==> config.mk <==
export PLATFORM = sky130hd
export DESIGN_NAME = branch_sequencer
export DESIGN_NICKNAME = d
export VERILOG_FILES = /design/src/core/branch_pkg.sv /design/src/core/cycle_timer_if.sv /design/src/core/branch_sequencer.sv /design/src/core/cycle_timer.sv
export SDC_FILE = /design/constraint.sdc
export NUM_CORES = 1
export LEC_CHECK = 0
export BUFFER_PORTS_ARGS = -buffer_cell sky130_fd_sc_hd__clkbuf_2
export CAP_MARGIN = 5
export CORE_MARGIN = 3
export CORE_UTILIZATION = 30
export DETAILED_ROUTE_END_ITERATION = 8
export PLACE_DENSITY = 0.65
export SYNTH_ARGS = -nofsm -noshare
export SYNTH_HDL_FRONTEND = slang
export SYNTH_SLANG_ARGS = --single-unit
==> constraint.sdc <==
create_clock -name core_clk -period 1.95 [get_ports core_clk]
set_input_delay 0.2925 -clock core_clk [delete_from_list [all_inputs] [get_ports core_clk]]
set_output_delay 0.2925 -clock core_clk [all_outputs]
set_load 0.1 [all_outputs]
==> src/core/branch_pkg.sv <==
// Shared kinds, lengths, cycle counts and widths of the branch sequencer.
package branch_pkg;

  // Instruction kinds handed over by the front decoder.
  typedef enum logic [4:0] {
    BRANCH_NO_CARRY      = 5'h00,
    JUMP_ON_BIT_SET      = 5'h01,
    BRANCH_BIT_CLEAR     = 5'h02,
    BRANCH_BIT_SET_CLEAR = 5'h03,
    PAGE_CALL            = 5'h04,
    LONG_CALL            = 5'h05,
    SUBROUTINE_EXIT      = 5'h06,
    INTERRUPT_EXIT       = 5'h07,
    PAGE_JUMP            = 5'h08,
    LONG_JUMP            = 5'h09,
    SHORT_JUMP           = 5'h0A,
    INDIRECT_JUMP        = 5'h0B,
    BRANCH_ACC_ZERO      = 5'h0C,
    BRANCH_ACC_NONZERO   = 5'h0D,
    CBU_ACC_DIRECT       = 5'h0E,
    CBU_ACC_IMM          = 5'h0F,
    CBU_REG_IMM          = 5'h10,
    CBU_IND_IMM          = 5'h11,
    DBN_REG              = 5'h12,
    DBN_DIRECT           = 5'h13
  } op_kind_e;

  // Encoded lengths in bytes.
  localparam logic [1:0] LEN_1 = 2'h1;
  localparam logic [1:0] LEN_2 = 2'h2;
  localparam logic [1:0] LEN_3 = 2'h3;

  // Execution times in system clock cycles.
  localparam logic [2:0] CYC_2 = 3'h2;
  localparam logic [2:0] CYC_3 = 3'h3;
  localparam logic [2:0] CYC_4 = 3'h4;
  localparam logic [2:0] CYC_5 = 3'h5;

  // Widths and field positions.
  localparam int          ADDR_W    = 16;
  localparam int          PAGE_LO   = 11;
  localparam logic [15:0] ADDR_ZERO = 16'h0000;
  localparam logic [7:0]  BYTE_ZERO = 8'h00;
  localparam logic [7:0]  BYTE_ONE  = 8'h01;
  localparam logic [2:0]  CNT_ZERO  = 3'h0;
  localparam logic [2:0]  CNT_ONE   = 3'h1;

endpackage

==> src/core/cycle_timer_if.sv <==
// Load and expiry handshake between the sequencer and its cycle timer.
`timescale 1ns/1ps
interface cycle_timer_if;
  logic       load;
  logic [2:0] load_val;
  logic       last;

  modport seq   (output load, output load_val, input last);
  modport timer (input load, input load_val, output last);
endinterface

==> src/core/branch_sequencer.sv <==
// Branch, jump, call and return sequencer: decode, target and cycle timing.
// Operation
// - branch_no_carry: 2 bytes, 2/3 cycles, jumps carry clear
// - jump_on_bit_set: 3 bytes, 3/4 cycles, bit one
// - branch_bit_clear: 3 bytes, 3/4 cycles, bit zero
// - branch_bit_set_clear: bit one, clear it, 3/4
// - page_call: 11-bit target, 2 bytes, 3 cycles
// - long_call: 16-bit target, 3 bytes, 4 cycles
// - subroutine_exit: 1 byte, 5 cycles
// - interrupt_exit: 1 byte, 5 cycles
// - page_jump: 11-bit target, 2 bytes, 3 cycles
// - long_jump: 16-bit target, 3 bytes, 4 cycles
// - short_jump: relative target, 2 bytes, 3 cycles
// - indirect_jump to accumulator plus data_pointer, 1/3
// - branch_acc_zero: 2 bytes, 2/3 cycles
// - branch_acc_nonzero: 2 bytes, 2/3 cycles
// - compare accumulator with direct byte: 3 bytes, 4/5
// - compare accumulator with immediate: 3 bytes, 3/4
// - compare register with immediate: 3 bytes, 3/4
// - compare indirect byte with immediate: 3 bytes, 3/4
// - decrement register, branch nonzero: 2 bytes, 2/3
// - decrement direct byte, branch nonzero: 3 bytes, 3/4
`timescale 1ns/1ps
module branch_sequencer (
  input  wire logic                 core_clk,
  input  wire logic                 nrst,
  input  wire logic                 op_valid,
  input  wire branch_pkg::op_kind_e op_kind,
  input  wire logic [15:0]          op_pc,
  input  wire logic [2:0]           op_page_bits,
  input  wire logic [7:0]           op_byte1,
  input  wire logic [7:0]           op_byte2,
  input  wire logic                 carry,
  input  wire logic                 bit_val,
  input  wire logic [7:0]           acc,
  input  wire logic [15:0]          data_pointer,
  input  wire logic [7:0]           direct_val,
  input  wire logic [7:0]           reg_val,
  input  wire logic [7:0]           ind_val,
  input  wire logic [15:0]          stack_ret,
  output logic                      op_ready,
  output logic                      done,
  output logic                      taken,
  output logic [15:0]               next_pc,
  output logic [1:0]                instr_len,
  output logic [2:0]                instr_cycles,
  output logic                      bit_clear,
  output logic                      wb_en,
  output logic [7:0]                wb_val,
  output logic                      push_en,
  output logic [15:0]               push_addr,
  output logic                      pop_en,
  output logic                      irq_exit
);

  //////////////////////////////////////////////////////////////////////////////
  // Decode functions.

  // Encoded length of each kind.
  function automatic logic [1:0] len_of(input branch_pkg::op_kind_e k);
    case (k)
      branch_pkg::SUBROUTINE_EXIT, branch_pkg::INTERRUPT_EXIT,
      branch_pkg::INDIRECT_JUMP: len_of = branch_pkg::LEN_1;
      branch_pkg::BRANCH_NO_CARRY, branch_pkg::PAGE_CALL, branch_pkg::PAGE_JUMP,
      branch_pkg::SHORT_JUMP, branch_pkg::BRANCH_ACC_ZERO, branch_pkg::BRANCH_ACC_NONZERO,
      branch_pkg::DBN_REG: len_of = branch_pkg::LEN_2;
      default: len_of = branch_pkg::LEN_3;
    endcase
  endfunction

  // Cycle count of each kind; conditional kinds add one when taken.
  function automatic logic [2:0] cyc_of(input branch_pkg::op_kind_e k, input logic tk);
    case (k)
      branch_pkg::BRANCH_NO_CARRY, branch_pkg::BRANCH_ACC_ZERO,
      branch_pkg::BRANCH_ACC_NONZERO, branch_pkg::DBN_REG:
        cyc_of = tk ? branch_pkg::CYC_3 : branch_pkg::CYC_2;
      branch_pkg::JUMP_ON_BIT_SET, branch_pkg::BRANCH_BIT_CLEAR, branch_pkg::BRANCH_BIT_SET_CLEAR,
      branch_pkg::CBU_ACC_IMM, branch_pkg::CBU_REG_IMM, branch_pkg::CBU_IND_IMM, branch_pkg::DBN_DIRECT:
        cyc_of = tk ? branch_pkg::CYC_4 : branch_pkg::CYC_3;
      branch_pkg::CBU_ACC_DIRECT:
        cyc_of = tk ? branch_pkg::CYC_5 : branch_pkg::CYC_4;
      branch_pkg::PAGE_CALL, branch_pkg::PAGE_JUMP, branch_pkg::SHORT_JUMP,
      branch_pkg::INDIRECT_JUMP: cyc_of = branch_pkg::CYC_3;
      branch_pkg::LONG_CALL, branch_pkg::LONG_JUMP: cyc_of = branch_pkg::CYC_4;
      default: cyc_of = branch_pkg::CYC_5;
    endcase
  endfunction

  // True for kinds whose outcome depends on a condition.
  function automatic logic is_cond(input branch_pkg::op_kind_e k);
    case (k)
      branch_pkg::PAGE_CALL, branch_pkg::LONG_CALL, branch_pkg::SUBROUTINE_EXIT,
      branch_pkg::INTERRUPT_EXIT, branch_pkg::PAGE_JUMP, branch_pkg::LONG_JUMP,
      branch_pkg::SHORT_JUMP, branch_pkg::INDIRECT_JUMP: is_cond = 1'b0;
      default: is_cond = 1'b1;
    endcase
  endfunction

  //////////////////////////////////////////////////////////////////////////////
  // Condition and target evaluation.

  typedef enum logic [2:0] {
    ST_IDLE = 3'b001,
    ST_EXEC = 3'b010,
    ST_DONE = 3'b100
  } seq_state_e;

  seq_state_e  state_r;
  seq_state_e  state_nxt;
  logic        accept;
  logic        cond;
  logic        go;
  logic [1:0]  len_w;
  logic [2:0]  cyc_w;
  logic [15:0] seq_pc;
  logic [7:0]  rel_byte;
  logic [15:0] rel_target;
  logic [15:0] page_target;
  logic [15:0] long_target;
  logic [15:0] target;
  logic [7:0]  dec_src;
  logic [7:0]  dec_res;
  logic        is_dec;

  // The decrement works on a register or a direct byte, and the branch tests its result.
  assign is_dec  = (op_kind == branch_pkg::DBN_REG) || (op_kind == branch_pkg::DBN_DIRECT);
  assign dec_src = (op_kind == branch_pkg::DBN_REG) ? reg_val : direct_val;
  assign dec_res = dec_src - branch_pkg::BYTE_ONE;

  // Branch condition per kind; unconditional kinds always transfer control.
  always_comb begin
    case (op_kind)
      branch_pkg::BRANCH_NO_CARRY:      cond = !carry;
      branch_pkg::JUMP_ON_BIT_SET:      cond = bit_val;
      branch_pkg::BRANCH_BIT_CLEAR:     cond = !bit_val;
      branch_pkg::BRANCH_BIT_SET_CLEAR: cond = bit_val;
      branch_pkg::BRANCH_ACC_ZERO:      cond = (acc == branch_pkg::BYTE_ZERO);
      branch_pkg::BRANCH_ACC_NONZERO:   cond = (acc != branch_pkg::BYTE_ZERO);
      branch_pkg::CBU_ACC_DIRECT:       cond = (acc != direct_val);
      branch_pkg::CBU_ACC_IMM:          cond = (acc != op_byte1);
      branch_pkg::CBU_REG_IMM:          cond = (reg_val != op_byte1);
      branch_pkg::CBU_IND_IMM:          cond = (ind_val != op_byte1);
      branch_pkg::DBN_REG, branch_pkg::DBN_DIRECT:
                                        cond = (dec_res != branch_pkg::BYTE_ZERO);
      default:                          cond = 1'b1;
    endcase
  end

  // The offset sits in the last byte of the instruction and counts from the next one.
  assign len_w       = len_of(op_kind);
  assign go          = is_cond(op_kind) ? cond : 1'b1;
  assign cyc_w       = cyc_of(op_kind, go);
  assign seq_pc      = op_pc + {14'h0000, len_w};
  assign rel_byte    = (len_w == branch_pkg::LEN_3) ? op_byte2 : op_byte1;
  assign rel_target  = seq_pc + {{8{rel_byte[7]}}, rel_byte};
  assign page_target = {seq_pc[branch_pkg::ADDR_W-1:branch_pkg::PAGE_LO], op_page_bits, op_byte1};
  assign long_target = {op_byte1, op_byte2};

  // Selection of the new program counter.
  always_comb begin
    case (op_kind)
      branch_pkg::PAGE_CALL, branch_pkg::PAGE_JUMP:      target = page_target;
      branch_pkg::LONG_CALL, branch_pkg::LONG_JUMP:      target = long_target;
      branch_pkg::SUBROUTINE_EXIT, branch_pkg::INTERRUPT_EXIT: target = stack_ret;
      branch_pkg::INDIRECT_JUMP: target = data_pointer + {8'h00, acc};
      default:                   target = go ? rel_target : seq_pc;
    endcase
  end

  //////////////////////////////////////////////////////////////////////////////
  // Sequencer and timing.

  cycle_timer_if tif ();

  cycle_timer u_timer (
    .core_clk (core_clk),
    .nrst     (nrst),
    .tif      (tif)
  );

  // The first cycle is the accept cycle, so the timer covers the rest.
  assign accept       = op_valid && (state_r == ST_IDLE || state_r == ST_DONE);
  assign tif.load     = accept;
  assign tif.load_val = cyc_w - branch_pkg::CNT_ONE;

  // Next state: a new instruction may start in the same cycle that done shows.
  always_comb begin
    case (state_r)
      ST_IDLE: state_nxt = accept ? ST_EXEC : ST_IDLE;
      ST_EXEC: state_nxt = tif.last ? ST_DONE : ST_EXEC;
      ST_DONE: state_nxt = accept ? ST_EXEC : ST_IDLE;
      default: state_nxt = ST_IDLE;
    endcase
  end

  logic        taken_r;
  logic [15:0] pc_r;
  logic [1:0]  len_r;
  logic [2:0]  cyc_r;
  logic        bclr_r;
  logic        wb_r;
  logic [7:0]  wbv_r;
  logic        push_r;
  logic [15:0] pusha_r;
  logic        pop_r;
  logic        iexit_r;
  logic        done_r;
  logic        ready_r;
  logic        fire;

  // Side effects are held until the last cycle so that all land with done.
  assign fire = (state_r == ST_EXEC) && tif.last;

  // State and ready flags.
  always_ff @(posedge core_clk or negedge nrst) begin
    if (!nrst) begin
      state_r <= ST_IDLE;
      done_r  <= 1'b0;
      ready_r <= 1'b1;
    end else begin
      state_r <= state_nxt;
      done_r  <= fire;
      ready_r <= (state_nxt != ST_EXEC);
    end
  end

  // Result latch at accept; these stand until the next accept.
  always_ff @(posedge core_clk or negedge nrst) begin
    if (!nrst) begin
      taken_r <= 1'b0;
      pc_r    <= branch_pkg::ADDR_ZERO;
      len_r   <= branch_pkg::LEN_1;
      cyc_r   <= branch_pkg::CYC_2;
      wbv_r   <= branch_pkg::BYTE_ZERO;
      pusha_r <= branch_pkg::ADDR_ZERO;
    end else if (accept) begin
      taken_r <= go;
      pc_r    <= target;
      len_r   <= len_w;
      cyc_r   <= cyc_w;
      wbv_r   <= dec_res;
      pusha_r <= seq_pc;
    end
  end

  // Kind flags for the one-cycle side-effect strobes.
  logic is_bclr_r;
  logic is_dec_r;
  logic is_call_r;
  logic is_ret_r;
  logic is_iret_r;

  // Kind flags latched at accept.
  always_ff @(posedge core_clk or negedge nrst) begin
    if (!nrst) begin
      is_bclr_r <= 1'b0;
      is_dec_r  <= 1'b0;
      is_call_r <= 1'b0;
      is_ret_r  <= 1'b0;
      is_iret_r <= 1'b0;
    end else if (accept) begin
      is_bclr_r <= (op_kind == branch_pkg::BRANCH_BIT_SET_CLEAR) && bit_val;
      is_dec_r  <= is_dec;
      is_call_r <= (op_kind == branch_pkg::PAGE_CALL) || (op_kind == branch_pkg::LONG_CALL);
      is_ret_r  <= (op_kind == branch_pkg::SUBROUTINE_EXIT) || (op_kind == branch_pkg::INTERRUPT_EXIT);
      is_iret_r <= (op_kind == branch_pkg::INTERRUPT_EXIT);
    end
  end

  // Strobes, one cycle wide, in the cycle that done shows.
  always_ff @(posedge core_clk or negedge nrst) begin
    if (!nrst) begin
      bclr_r  <= 1'b0;
      wb_r    <= 1'b0;
      push_r  <= 1'b0;
      pop_r   <= 1'b0;
      iexit_r <= 1'b0;
    end else begin
      bclr_r  <= fire && is_bclr_r;
      wb_r    <= fire && is_dec_r;
      push_r  <= fire && is_call_r;
      pop_r   <= fire && is_ret_r;
      iexit_r <= fire && is_iret_r;
    end
  end

  assign op_ready     = ready_r;
  assign done         = done_r;
  assign taken        = taken_r;
  assign next_pc      = pc_r;
  assign instr_len    = len_r;
  assign instr_cycles = cyc_r;
  assign bit_clear    = bclr_r;
  assign wb_en        = wb_r;
  assign wb_val       = wbv_r;
  assign push_en      = push_r;
  assign push_addr    = pusha_r;
  assign pop_en       = pop_r;
  assign irq_exit     = iexit_r;
endmodule

==> src/core/cycle_timer.sv <==
// Down counter that marks the last busy cycle of an instruction.
`timescale 1ns/1ps
module cycle_timer (
  input wire logic   core_clk,
  input wire logic   nrst,
  cycle_timer_if.timer tif
);

  logic [2:0] cnt_r;
  logic [2:0] cnt_nxt;

  // A load replaces any count; otherwise the count runs down to zero and rests.
  assign cnt_nxt  = tif.load ? tif.load_val :
                    (cnt_r == branch_pkg::CNT_ZERO) ? branch_pkg::CNT_ZERO : cnt_r - branch_pkg::CNT_ONE;
  assign tif.last = !tif.load && (cnt_r == branch_pkg::CNT_ONE);

  // Counter register.
  always_ff @(posedge core_clk or negedge nrst) begin
    if (!nrst) begin
      cnt_r <= branch_pkg::CNT_ZERO;
    end else begin
      cnt_r <= cnt_nxt;
    end
  end
endmodule

Yosys cells after proc, flatten, opt, wreduce, memory -nomap -nowiden
Memories as Yosys holds them, arrays and structs flattened.
Cells that the tools add are included.
{"block": "op_classes", "n_div": 0, "shifts": 0, "n_bitwise": 0, "eq_ne": 29, "mux": 16, "magnitude_cmp": 0, "n_addsub": 6, "multipliers": 0, "reduce_logical": 30}
{"cell": "$pmux W16 S4", "n": 1}
{"cell": "$eq A5 B4 Y1 const B", "n": 8}
{"cell": "$ne A8 B8 Y1", "n": 4}
{"cell": "$eq A5 B3 Y1 const B", "n": 4}
{"cell": "$eq A5 B5 Y1 const B", "n": 4}
{"cell": "$add A16 B16 Y16", "n": 1}
{"cell": "$add A16 B2 Y16", "n": 1}
{"cell": "$add A16 B8 Y16", "n": 1}
{"cell": "$mux W16", "n": 1}
{"cell": "$mux W8", "n": 2}
{"cell": "$reduce_bool A8 Y1", "n": 2}
{"cell": "$pmux W3 S5", "n": 1}
{"cell": "$mux W3", "n": 4}
{"cell": "$reduce_or A2 Y1", "n": 6}
{"cell": "$eq A5 B2 Y1 const B", "n": 2}
{"cell": "$pmux W1 S10", "n": 1}
{"cell": "$logic_and A1 B1 Y1", "n": 9}
{"cell": "$logic_not A8 Y1", "n": 1}
{"cell": "$reduce_or A4 Y1", "n": 2}
{"cell": "$sub A8 B1 Y8 const B", "n": 1}
{"cell": "$reduce_or A7 Y1", "n": 1}
{"cell": "$eq A3 B1 Y1 const B", "n": 2}
{"cell": "$pmux W3 S2", "n": 1}
{"cell": "$sub A3 B1 Y3 const B", "n": 2}
{"cell": "other kinds (11)", "n": 19}
{"block": "word_totals", "out_inout_bits": 53, "elab_cells": 103, "n_memories": 2, "reg_bits": 64, "inputBits": 109, "ramBits": 0, "rom_bits": 80, "latchBits": 0}
{"memory": "(no name shown)", "words": 32, "width": 2, "read_ports": 1, "rd_ports_with_merged_regs": 0, "write_ports": 0, "line_no": "branch_sequencer.sv:61", "text": "case (k)"}
{"memory": "(no name shown)", "words": 16, "width": 1, "read_ports": 1, "rd_ports_with_merged_regs": 0, "write_ports": 0, "line_no": "branch_sequencer.sv:91", "text": "case (k)"}

Depth between registers and ports, before layout
Gate-level depths: netlist of run 1.
{"block": "depth", "word_depth": 10, "ltp_mapped": 22, "ltp_nobuf": 19}

Hierarchy
Synthesis of run 1 repeated with hierarchy kept, for this count alone.
{"block": "unflattened", "hier_cells": 688, "area_unflattened_um2": 5751.8}
{"mod": "branch_sequencer", "seq_area_each_um2": 1531.5, "instances": 1, "area_each_um2": 5580.4, "cells_per_inst": 672}
{"mod": "cycle_timer", "seq_area_each_um2": 75.1, "instances": 1, "area_each_um2": 171.4, "cells_per_inst": 16}

Worst setup path after synthesis of run 1
No wires, ideal clock.
{"block": "synth_path", "path_kind": "input-to-reg", "from": "input port op_kind[0]", "to": "register pc_r[15] (netlist: next_pc[15])", "t_required_ps": 1826, "n_path_buf": 3, "stages": 21, "arrival_ps": 4471, "slack_ps": -2645, "path_cell_list": "buf_6 > buf_2 > clkbuf_1 > mux2i_1 > a21oi_1 > o21a_1 > ha_1 > inv_1 > fa_1 > nor3b_1 > xnor2_1 > inv_1 > ha_1 > or3_1 > or3_1 > o211ai_2 > o31ai_1 > o41ai_1 > xor2_1 > nor4b_1 > a211o_1"}
{"item": "start, declared", "line_no": "branch_sequencer.sv:28", "text": "input wire branch_pkg::op_kind_e op_kind,"}
{"item": "$mem_v2 Z32 W2"}
{"item": "via len_w[0]", "line_no": "branch_sequencer.sv:113", "text": "logic [1:0] len_w;"}
{"item": "$add A16 B2 Y16", "line_no": "branch_sequencer.sv:153", "text": "assign seq_pc = op_pc + {14'h0000, len_w};"}
{"item": "via seq_pc[6]", "line_no": "branch_sequencer.sv:115", "text": "logic [15:0] seq_pc;"}
{"item": "$add A16 B16 Y16", "line_no": "branch_sequencer.sv:155", "text": "assign rel_target = seq_pc + {{8{rel_byte[7]}}, rel_byte};"}
{"item": "$mux W16", "line_no": "branch_sequencer.sv:166", "text": "default: target = go ? rel_target : seq_pc;"}
{"item": "$pmux W16 S4", "line_no": "branch_sequencer.sv:161", "text": "case (op_kind)"}
{"item": "end signal, assigned", "line_no": "branch_sequencer.sv:231", "text": "pc_r <= branch_pkg::ADDR_ZERO;"}
{"item": "end signal, assigned", "line_no": "branch_sequencer.sv:238", "text": "pc_r <= target;"}
{"item": "end, declared", "line_no": "branch_sequencer.sv:197", "text": "logic [15:0] pc_r;"}
The timed path passes the listed nets, and every way through them passes these cells.
A chain may end at the register's enable or synchronous reset.

Final worst setup path of run 1
{"block": "layout_path", "from": "input port op_kind[2]", "to": "register pc_r[15] (netlist: next_pc[15])"}
The elaborated chain is that of the path after synthesis.

==> results, run 1 <==
- Of all nets on the critical path, the largest fanout is 5.
- The root buffer cell chosen for the clock tree is clkbuf_16.
- Summed over all cells, the static leakage comes to 4.75 nW.
- The fraction of synthesized cell area taken by the top area cell type is 26.5%.
- The wire length of the first global-routing pass is 36,900 microns.
- The initial antenna violation count is 0.
- The Yosys step of the flow raised 0 warnings.
- In this run the power density over the cells is 1180 nW/um^2.
- The clock tree from TritonCTS is done.
- The final weighted congestion in routability-driven placement is 0.956.
- The top achievable clock speed is 0.271 GHz.
- The period utilization is 189%.
- The initialized floorplan defines 49 standard-cell rows.
- In the synthesized netlist, the number of instances is 681.
- The launch point of the worst reg-to-reg path is state_r[0].
- The critical path arrival is 3.92 ns.
- The sequential area share after synthesis is 28.4%.
- Entering global routing, the biggest net connects 65 pins.
- The clock sink count is 64.
- The final setup TNS is -31.20 ns.
- The worst setup path endpoint is next_pc[15].
- For this configuration, the core starts out at a cell density of 31.0%.
- The kind of cell with the highest combined delay on the critical path is simple AND/OR/NAND/NOR gates.
- The number of diodes is 0.
- The clock tree skew after final layout is 0.0120 ns.
- The mean post-synth cell area is 8.31 sq um.
- TritonCTS created 9 clock buffers.
- Dividing the detail-routed via count by the number of cells gives 5.27.
- On the worst path, the slowest cell contributes a delay of 0.40 ns.
- Synthesis inferred 64 register bits.
- The overall die area is 20,500 sq um.
- Walking the worst path, the cells encountered are clkbuf_16 > buf_12 > inv_16 > nand4_1 > o21a_2 > ha_4 > inv_2 > fa_2 > nor3b_4 > xnor2_2 > inv_2 > ha_4 > or3_4 > or3_4 > o211ai_4 > o31ai_4 > o41ai_2 > xor2_1 > nor4b_2 > a211o_1.
- Setup violations remaining at the end of the flow were counted as 34.
- Global routing used 23.1% of the available tracks.
- The count of buffers added on input and output ports is 161.
- The routed wirelength normalized by instance count is 18.7 microns.
- The insertion delay to the later sink of the worst-skew pair is 0.35 ns.
- The count of cell types in the netlist is 73.
- The buffer depth of the longest clock path is 2.
- The number of logic stages on the critical path including buffering is 20.
- Counting both buffers and inverters, the worst setup path holds a total of 5.
- The wire length after detailed routing is 24,500 microns.
- The number of DRC violations after detailed routing is 0.
- 162 I/O pins were placed.
- The critical path class is primary input to flip-flop.
- For the worst setup path, the data required time is 2.19 ns.
- The post-route cell area is 9870 sq um.
- The routed design could run at a clock period as short as 3.69 ns.
- The max-cap check violation count is 0.
- By area the synthesized netlist is led by dfrtp_1, ha_1, nand2_1.
- The placed instances occupy a cell area of 8390 sq um.
- The slowest stage of the critical path is the fa_2 cell.
- Headroom to the max-slew limit came out at 60.4%.
- Tracing the worst setup path back leads to its startpoint at op_kind[2].
- The number of enable-type register cells in the synthesized netlist is 0.
- Once detail routing completed, the nets flagged for antenna violations numbered 0.
- The most used flip-flop cell after synthesis is dfrtp_1.
- The reg-to-reg setup timing slack is -0.14 ns.
- The iteration count of the initial detailed-routing pass is 6.
- The die outline height is 143 microns.
- After floorplanning, the core was sized to cover 18,300 sq um.
- The area growth from synthesis to layout is 74.5%.
- The global-route congestion overflow total is 0.
- The synthesized design spends more area on one cell type than any other, namely dfrtp_1.
- The slack of the critical path is -1.74 ns.
- The checks that failed: setup timing.
- The level count of the clock H-tree is 3.
- For the pin with the worst max-slew slack, the measured transition is 0.597 ns.
- The share of synthesized registers carrying an async set or reset is 100%.
- The run finished, with violations left.
- The endpoint class of the critical path is a flip-flop.
- The max-slew violation total from the final report is 0.
- Summing every instance area after synthesis gives 5660 sq um.
- Setup repair after global routing could not meet its margin everywhere.
- The min-delay analysis places its worst path in the category primary input to flip-flop.
- The violation count after the first detailed-route iteration is 514.
- Clock-pin slew was measured on the worst setup and hold paths at 0.06 ns.
- The via count of the first global-routing pass was 6,997.
- Across all hold checks on the routed design, the worst slack comes to 0.260 ns.
- The worst setup path is launched from a primary input.
- The net count after synthesis is 827.
- The final hold violation count is 0.
- The worst setup slack after placement is -2.47 ns.
- Along the worst hold path, the cell count comes to 3.
- The share of layout cells above drive strength 1 is 51.6%.
- The destination of the worst register-to-register timing path is next_pc[14].
- The worst reg-to-reg path cell count is 9.
- The maximum resistive drop on vdd is 1130 uV.
- Detailed routing inserted a total of 6,924 vias.
- The detailed placer's ending HPWL is 18,300 microns.
- The final-stage net count is 1,225.
- The die width is 143 microns.
-- timing repair --
item,4_1_cts,5_1_grt
endpoints found under the hold margin,60,0
buffers inserted,24,29
gates resized for setup,87,102
hold buffers,1,0
pin swaps,41,61
endpoints found under the setup margin,38,38
-- worst min path at each step --
stage,from,end,slack [ns]
floorplan,nrst,bit_clear,-0.003
global placement,nrst,wb_val[7],0.34
detailed placement,nrst,wb_val[7],0.35
CTS,stack_ret[0],next_pc[0],0.25
global route,bit_val,is_bclr_r,0.29
finish,stack_ret[0],next_pc[0],0.26
-- registers in the layout, indices dropped and copies added, names as in the netlist, 2 cells and up --
signal,flops
instr_len,2
wb_val,8
state_r,3
u_timer.cnt_r,3
push_addr,16
next_pc,16
instr_cycles,3
-- final cells by class --
type / instances / area [sq um]
tap: 229 / 287
clock buffer: 9 / 225
timing repair buffer: 414 / 2960
inverter: 22 / 109
sequential: 64 / 1610
multi-input combinational: 568 / 4580
clock inverter: 7 / 103
fill: 1597 / 8400
-- synth_stat cells, types with 5 or more instances --
| library cell | instances |
|---|---|
| xnor2_1 | 40 |
| or3_1 | 5 |
| ha_1 | 34 |
| nand2_1 | 102 |
| inv_1 | 21 |
| and3_1 | 10 |
| a31oi_1 | 9 |
| buf_1 | 6 |
| mux2i_1 | 16 |
| a21oi_1 | 24 |
| nor4_1 | 7 |
| o21ai_0 | 37 |
| a21o_1 | 5 |
| a211oi_1 | 8 |
| clkbuf_1 | 15 |
| mux2_2 | 9 |
| o21a_1 | 6 |
| a22oi_1 | 7 |
| nor2b_1 | 6 |
| nor3b_1 | 5 |
| o21ai_1 | 7 |
| a221oi_1 | 13 |
| nand4_1 | 7 |
| a221o_1 | 5 |
| nand3_1 | 19 |
| nor2_1 | 56 |
| xor2_1 | 35 |
| nand2b_1 | 8 |
| dfrtp_1 | 60 |
| nor3_1 | 19 |
| and2_1 | 7 |
-- per-layer routing --
layer	part of all wire, %	global-route usage (%)	wire [microns]
met5	0	0	0
met4	3.1	8.23	751
met3	6.7	4.63	1630
met2	50	39.8	12300
met1	40	28.9	9780
-- cell families (layout without fill, tap and decap cells) --
kind of cell | count (synthesis) | count (layout) | share of synthesized area (%)
xor+xnor | 76 | 76 | 11.9
simple gates | 267 | 267 | 22.6
fa+ha+maj | 37 | 37 | 8.58
flops | 64 | 64 | 28.4
compound gates | 162 | 162 | 19.9
buf+inv | 49 | 452 | 3.61
mux | 26 | 26 | 5.02
-- cell usage in the layout (no fill, tap or decap), types with 13 or more instances in the layout --
| cell | count |
|---|---|
| clkbuf_2 | 156 |
| xor2_1 | 30 |
| xnor2_1 | 32 |
| nand2_1 | 92 |
| dfrtp_1 | 60 |
| ha_1 | 22 |
| nor2_1 | 48 |
| o21ai_0 | 29 |
| a21oi_1 | 19 |
| nor3_1 | 17 |
| buf_6 | 45 |
| nand3_1 | 13 |
| mux2i_1 | 14 |
| inv_1 | 13 |
| buf_4 | 204 |
-- worst min-delay path, delay by kind of cell --
family	cells	cell delay, ns
buf+inv	1	0.08
compound gates	2	0.20
-- power breakdown --
part	internal [mW]	switching [mW]	leakage (nW)	total, mW
logic	2.08	5.55	3.81	7.63
clock network	1.13	0.699	0.157	1.83
registers	1.90	0.322	0.782	2.22
total	5.11	6.57	4.75	11.7
-- through the flow --
stage	power (mW)	cells	utilization, %
6_report	11.7	1313	54.0
3_5_place_dp	9.23	1255	45.9
3_3_place_gp	9.18	1255	45.9
2_1_floorplan	7.36	681	-
5_1_grt	12.3	1313	54.0
4_1_cts	11.4	1295	50.9
Note: power is estimated with default switching activity, not from simulation.
==> run 2: changes to the inputs <==
--- a/config.mk
+++ b/config.mk
@@ -10,6 +10,7 @@
 export CORE_MARGIN = 3
 export CORE_UTILIZATION = 30
 export DETAILED_ROUTE_END_ITERATION = 8
+export HOLD_SLACK_MARGIN = 0.05
 export PLACE_DENSITY = 0.65
 export SYNTH_ARGS = -nofsm -noshare
 export SYNTH_HDL_FRONTEND = slang
==> constraint.sdc (replaced) <==
create_clock -name core_clk -period 1.95 [get_ports core_clk]
set_input_delay 0.39 -clock core_clk [delete_from_list [all_inputs] [get_ports core_clk]]
set_output_delay 0.39 -clock core_clk [all_outputs]
set_load 0.1 [all_outputs]
==> run 2 against run 1 <==
The flow still finishes with violations (setup timing). Die area did not move. Sequential power barely moved. Hold slack got worse by 0.20 ns. Count of clock-buffer cells in the layout did not move. First-iteration DRC count rose by 3.3%. Cell area fell by 3.9%. Flip-flop and latch count did not move. Setup slack got worse by 0.14 ns. Combinational power fell by 3.5%. Via count fell by 2.7%. Critical path type unchanged.
==> results, run 2 (same netlist as run 1, synthesis figures left out) <==
- The core outline area came to 18,300 sq um (unchanged).
- The number of diodes is 0 (unchanged).
- Traced cell by cell, the critical path runs through clkbuf_16 > mux2i_1 > a21oi_1 > o21a_2 > ha_4 > inv_2 > fa_2 > nor3b_2 > xnor2_1 > inv_1 > ha_4 > or3_4 > or3_1 > o211ai_2 > o31ai_2 > o41ai_2 > xor2_1 > nor4b_1 > a211o_1.
- The final standard cell utilization of the core is 51.9% (-2.1 points).
- The clock tree skew after final layout is 0.0132 ns (+0.00121 ns).
- The number of routed nets with antenna violations is 0 (unchanged).
- The delay contributed by the slowest stage of the critical path is 0.38 ns (-0.02 ns).
- The overall via count from detail_route came to 6,736 (-2.7%).
- The die width is 143 microns (unchanged).
- The final-stage net count came to 1,205 (-1.6%).
- The checks that failed: setup timing.
- The critical path arrival is 4.07 ns (+0.15 ns).
- The count of input and output buffers was 161 (unchanged).
- The net switching power is 6.49 mW (-1.2%).
- The critical path starts at op_kind[2].
- The pin count of the biggest net entering global routing was 31 (-52%).
- The top achievable clock speed is 0.261 GHz (-3.7%).
- The total placed cells including tap cells was 1,254 (-0.080%).
- The via count of the first global-routing pass was 6,621 (-5.4%).
- Setup repair after global routing could not meet its margin everywhere.
- The endpoint class of the critical path is a flip-flop.
- The clock tree from TritonCTS is done.
- The global-route congestion overflow total is 0 (unchanged).
- The transition at the pin with the smallest max-transition slack is 0.662 ns (+0.0648 ns).
- The number of DRC violations after detailed routing is 0 (unchanged).
- The initial antenna violation count is 0 (unchanged).
- The critical-path maximum fanout is 4 (-1).
- The library cells used most frequently in the layout, excluding fill and tap cells, are buf_4, clkbuf_2, nand2_1.
- The period utilization is 196% (+7.2 points).
- The critical path class is primary input to flip-flop.
- The count of standard-cell rows was 49 (unchanged).
- The detailed placer's ending HPWL came to 18,300 microns (about the same).
- The worst hold path belongs to the class primary input to async pin.
- The violation count after the first detailed-route iteration came to 531 (+3.3%).
- The worst slack on hold paths came to 0.0612 ns (-0.199 ns).
- In this design, the critical path's most frequently occurring cell is ha_4.
- The buffer depth of the longest clock path is 2 (unchanged).
- The worst setup path is launched from a primary input.
- The worst setup slack after placement is -2.52 ns (-0.0498 ns).
- The number of vias per cell after detailed routing is 5.21 (-1.2%).
- The filler cell count in the final layout is 1,710 (+7.1%).
- The clock root buffer is clkbuf_16.
- The share of total power consumed by net switching came to 56.8% (+0.55 points).
- The internal power of the cells is 4.93 mW (-3.4%).
- The power share of the combinational group is 64.4% (-0.9 points).
- The worst reg-to-reg path cell count came to 9 (unchanged).
- The part of the total power dissipated in sequential elements is 19.4% (+0.4 points).
- The insertion delay to the later sink of the worst-skew pair is 0.35 ns (about the same).
- The routed wirelength normalized by instance count is 18.2 microns (-2.5%).
- The met2 capacity usage during global routing is 37.8% (-2.0 points).
- The final weighted congestion in routability-driven placement is 0.953 (-0.25%).
- The critical path ends at next_pc[15].
- Relative to the synthesized area, the layout overhead comes to 67.8%.
- The global-route met1 utilization came to 28.3% (-0.68 points).
- The relative max-transition margin was 55.9% (-4.5 points).
- The clock transition at the registers of the reported paths is 0.07 ns (about the same).
- The required time of the critical path is 2.19 ns (about the same).
- The max-slew violation total from the final report is 0 (unchanged).
- The overall routing resource usage is 22.1% (-1.0 points).
- The max-cap check violation count is 0 (unchanged).
- The number of clock buffers inserted by TritonCTS was 9 (unchanged).
- The wire length of the first global-routing pass is 35,200 microns (-4.7%).
- The number of standard cells in the layout, taps in and fillers out came to 1,293 (-1.5%).
- The maximum resistive drop on vdd is 1080 uV (-4.1%).
- The launch point of the worst reg-to-reg path is state_r[0].
- The leading cell type in the layout, fill and taps excluded is buf_4.
- The effective utilization at floorplan is 31.0% (unchanged).
- The number of I/O pins is 162 (unchanged).
- The share of layout cells above drive strength 1 is 49.4% (-2.1 points).
- The final hold violation count is 0 (unchanged).
- The die outline height is 143 microns (unchanged).
- The cell at the slowest stage of the critical path is fa_2.
- The run finished, with violations left.
- The power density over cell area is 1200 nW/um^2 (+1.7%).
- The slack of the critical path came to -1.88 ns (-0.140 ns).
- The layer flagged by global routing as most heavily used is met2.
- The proportion of power drawn by the clock network is 16.2% (+0.5 points).
- The wire length after detailed routing is 23,500 microns (-4.0%).
- The level count of the clock H-tree is 3 (unchanged).
- The final setup TNS is -33.20 ns (-2.01 ns).
- The met3 track demand over resource was 4.29% (-0.33 points).
- The destination of the worst register-to-register timing path is next_pc[14].
- The final period demand of the worst path is 3.83 ns (+0.140 ns).
- The reg-to-reg setup timing slack is -0.08 ns (+0.06 ns).
- The overall die area was 20,500 sq um (unchanged).
- The clock sink count came to 64 (unchanged).
- The leakage dissipation is 4.57 nW (-3.8%).
- The iteration count of the initial detailed-routing pass was 7 (+1).
- The final-report setup violation count is 37 (+8.8%).
run 2: cell types whose count changed in the layout (fill, tap and decap cells not counted), moves of 4 or more:
cell / change
o21ai_0: -4
nand2_1: +5
o21ai_1: +5
nand2_2: -4
buf_6: -28
buf_4: +5
a21oi_2: +4
run 2: power groups by stage:
stage | clock, mW | combinational (mW) | sequential, mW
global route | 1.91 | 7.74 | 2.29
CTS | 1.87 | 7.12 | 2.22
finish | 1.85 | 7.36 | 2.22
global placement | 0 | 6.91 | 2.22
floorplan | 0 | 1.76 | 5.60
detailed placement | 0 | 6.94 | 2.24
run 2: worst min path at each step:
stage,startpoint,end,slack (ns)
6_report,nrst,next_pc[9],0.06
5_1_grt,nrst,next_pc[9],0.11
4_1_cts,nrst,next_pc[9],0.09
3_5_place_dp,is_iret_r,is_iret_r,0.45
3_3_place_gp,is_iret_r,is_iret_r,0.44
2_1_floorplan,nrst,bit_clear,0.09
run 2: repair_timing:
action / CTS / global route
pin swaps: 37 / 29
endpoints found under the setup margin: 40 / 40
gates resized for setup: 56 / 69
setup buffers: 14 / 15
hold buffers: 0 / 0
run 2: layer usage:
layer,part of all wire (%),vias to the layer above
li1,-,3227
met1,41,3225
met5,0,-
met3,6.5,45
met2,49,239
met4,2.7,0
run 2: layout make-up:
type | instances | area [sq um] | area share, %
Clock buffer | 9 | 225 | 2.37
Clock inverter | 7 | 103 | 1.08
Inverter | 22 | 104 | 1.09
Multi-Input combinational cell | 568 | 4450 | 46.9
Sequential cell | 64 | 1610 | 16.9
Tap cell | 229 | 287 | 3.02
Timing Repair Buffer | 394 | 2720 | 28.6
run 2: metrics by stage:
step,instance area (sq um),power [mW]
2_1_floorplan,5840,7.36
3_3_place_gp,8400,9.13
3_5_place_dp,8400,9.18
4_1_cts,9080,11.2
5_1_grt,9490,11.9
6_report,9490,11.4
run 2: worst max-delay path, delay by kind of cell:
kind / cells / cell delay [ns]
AO/OA/AOI/OAI: 6 / 1.16
AND/OR/NAND/NOR: 4 / 1.00
adder cells (fa/ha/maj): 3 / 0.70
XOR/XNOR: 2 / 0.40
buffers and inverters: 3 / 0.29
multiplexers: 1 / 0.12
==> run 3: changes to the inputs <==
==> constraint.sdc (replaced) <==
create_clock -name core_clk -period 1.95 [get_ports core_clk]
set_input_delay 0.39 -clock core_clk [delete_from_list [all_inputs] [get_ports core_clk]]
set_output_delay 0.39 -clock core_clk [all_outputs]
set_load 0.02 [all_outputs]
==> run 3 against run 2 <==
The flow still finishes with violations (setup timing). Register-to-register slack about the same. Sequential share of layout area decreased by 0.61 points. Via count up 0.79%. Clock power shrank 4%. Sequential power about the same. Critical path depth unchanged. Wire length up 0.93%. Final cell count rose by 1.1%. First-iteration DRC count decreased by 11%. Flip-flop and latch count unchanged. Cell area rose by 3.7%. Largest power group unchanged. Highest routed layer unchanged.
==> results, run 3 (same netlist as run 1, synthesis figures left out) <==
- The count of input and output buffers came to 161 (unchanged).
- The iteration count of the initial detailed-routing pass came to 6 (-1).
- The die outline height was 143 microns (unchanged).
- The count of standard-cell rows is 49 (unchanged).
- The area growth from synthesis to layout is 74.0%.
- The number of vias per cell after detailed routing is 5.19 (-0.29%).
- The power share of the combinational group is 53.9% (-10 points).
- The global-route congestion overflow total is 0 (unchanged).
- The overall routing resource usage is 22.1% (+0.023 points).
- The proportion of power drawn by the clock network was 20.5% (+4.3 points).
- The slack of the critical path is -1.84 ns (+0.0347 ns).
- Setup repair after global routing could not meet its margin everywhere.
- The run finished, with violations left.
- The violation count after the first detailed-route iteration was 471 (-11%).
- The overall via count from detail_route came to 6,789 (+0.79%).
- The part of the total power dissipated in sequential elements is 25.6% (+6.2 points).
- The max-slew violation total from the final report is 0 (unchanged).
- The final hold violation count is 0 (unchanged).
- The die width is 143 microns (unchanged).
- The cell at the slowest stage of the critical path is fa_2.
- The worst setup slack after placement is -2.50 ns (+0.0252 ns).
- The worst setup path is launched from a primary input.
- The wire length of the first global-routing pass came to 35,500 microns (+0.96%).
- The overall die area is 20,500 sq um (unchanged).
- The critical path goes through clkbuf_16 > mux2i_1 > a21oi_1 > o21a_1 > ha_2 > inv_2 > fa_2 > nor3b_4 > xnor2_2 > inv_2 > ha_4 > or3_4 > or3_4 > o211ai_4 > o31ai_2 > o41ai_2 > xor2_1 > nor4b_1 > a211o_1.
- The worst setup path is of the primary input to flip-flop kind.
- The effective utilization at floorplan came to 31.0% (unchanged).
- The critical path arrival is 4.03 ns (-0.04 ns).
- The insertion delay to the later sink of the worst-skew pair is 0.35 ns (about the same).
- The number of standard cells in the layout, taps in and fillers out came to 1,307 (+1.1%).
- The transition at the pin with the smallest max-transition slack is 0.538 ns (-0.124 ns).
- The total placed cells including tap cells was 1,257 (+0.24%).
- The number of I/O pins is 162 (unchanged).
- The core outline area is 18,300 sq um (unchanged).
- The wire length after detailed routing is 23,800 microns (+0.93%).
- The required time of the critical path was 2.19 ns (about the same).
- The final setup TNS is -33.92 ns (-0.715 ns).
- The final-stage net count is 1,218 (+1.1%).
- The number of buffers and inverters on the critical path is 3 (unchanged).
- The worst slack on hold paths was 0.0180 ns (-0.0432 ns).
- The maximum resistive drop on vdd was 593 uV (-45%).
- The clock tree skew after final layout is 0.0103 ns (-0.00297 ns).
- The relative max-transition margin is 63.9% (+8.0 points).
- The pin count of the biggest net entering global routing came to 65 (+110%).
- The detailed placer's ending HPWL came to 18,300 microns (-0.47%).
- The number of DRC violations after detailed routing is 0 (unchanged).
- The clock transition at the registers of the reported paths was 0.07 ns (about the same).
- The critical-path maximum fanout came to 4 (unchanged).
- The final period demand of the worst path is 3.79 ns (-0.0347 ns).
- The final weighted congestion in routability-driven placement came to 0.976 (+2.3%).
- The level count of the clock H-tree came to 3 (unchanged).
- The clock sink count is 64 (unchanged).
- The share of total power consumed by net switching came to 41.8% (-15 points).
- The max-cap check violation count is 0 (unchanged).
- The top achievable clock speed is 0.264 GHz (+0.91%).
- The share of layout cells above drive strength 1 came to 51.7% (+2.3 points).
- The kind of cell with the highest combined delay on the critical path is compound AO/OA/AOI/OAI gates.
- The net switching power is 3.62 mW (-44%).
- The power density over cell area was 880 nW/um^2 (-27%).
- TritonCTS built the clock tree.
- The endpoint class of the critical path is a flip-flop.
- The buffer depth of the longest clock path was 2 (unchanged).
- The number of routed nets with antenna violations is 0 (unchanged).
- The filler cell count in the final layout came to 1,657 (-3.1%).
- The number of clock buffers inserted by TritonCTS came to 9 (unchanged).
- The final reports fail on setup timing.
- The delay contributed by the slowest stage of the critical path is 0.39 ns (about the same).
- Leaving out fill and tap cells, the most frequent cell in the layout is buf_4.
- The internal power of the cells was 5.04 mW (+2.2%).
- The leakage dissipation is 4.73 nW (+3.5%).
- The library cells used most frequently in the layout, excluding fill and tap cells, are buf_4, clkbuf_2, nand2_1.
- The initial antenna violation count is 0 (unchanged).
- The routed wirelength normalized by instance count is 18.2 microns (-0.15%).
- The final-report setup violation count is 35 (-5.4%).
- The period utilization is 194% (-1.8 points).
- CTS placed an instance of clkbuf_16 at the clock tree root.
- The path class of the lowest-slack min-delay path is primary input to async pin.
- The via count of the first global-routing pass came to 6,811 (+2.9%).
## run 3: final cells by class
type / instances / area, sq um / share of cell area (%)
antenna: 1 / 2.50 / 0.0254
clock buffer: 12 / 267 / 2.71
clock inverter: 4 / 51.3 / 0.521
inverter: 22 / 104 / 1.05
multi-input combinational: 568 / 4610 / 46.9
sequential: 64 / 1610 / 16.3
tap: 229 / 287 / 2.91
timing repair buffer: 407 / 2910 / 29.6
## run 3: power by group through the flow
stage               clock [mW]  combinational [mW]  sequential (mW)
floorplan                    0                1.76             2.77
global placement             0                4.03             2.23
detailed placement           0                4.09             2.24
CTS                       1.81                4.34             2.22
global route              1.86                5.06             2.29
finish                    1.78                4.67             2.22
## run 3: worst reg2reg max path, stage by stage (launching register included)
cell and delay (ns):
dfstp_2 0.53, xor2_1 0.16, nand3b_1 0.15, buf_4 0.20
a221o_1 0.29, a221oi_1 0.22, buf_4 0.17, o31a_1 0.16
a21oi_2 0.06
## run 3: worst paths after layout
path,start,end,slack (ns),cells after the start
worst max-delay path,op_kind[2],next_pc[15],-1.84,19
worst max register to register,state_r[0],next_pc[8],-0.09,8
min in group core_clk,bit_val,is_bclr_r,0.36,3
worst min register to register,is_call_r,is_call_r,0.45,2
worst min-delay path,nrst,wb_val[7],0.02,2
max in group asynchronous,nrst,instr_len[0],1.55,2
## run 3: repair_timing
item                                    CTS  global route
resized for setup                        83            99
pin swaps                                51            44
endpoints found under the setup margin   41            42
cloned                                    0             1
buffers inserted                         17            18
hold buffers                              0             0
## run 3: through the flow
step	util [%]	instance area, sq um	total power, mW
2_1_floorplan	-	5840	4.52
3_3_place_gp	46.2	8440	6.26
3_5_place_dp	46.2	8440	6.33
4_1_cts	50.6	9250	8.37
5_1_grt	53.9	9840	9.21
6_report	53.9	9840	8.66
## run 3: per-layer routing
layer	global-route usage (%)	share of wire (%)	wire (microns)
met1	28.0	41	9650
met2	37.5	50	11900
met3	3.56	5.8	1380
met4	9.27	3.4	805
met5	0	0	0
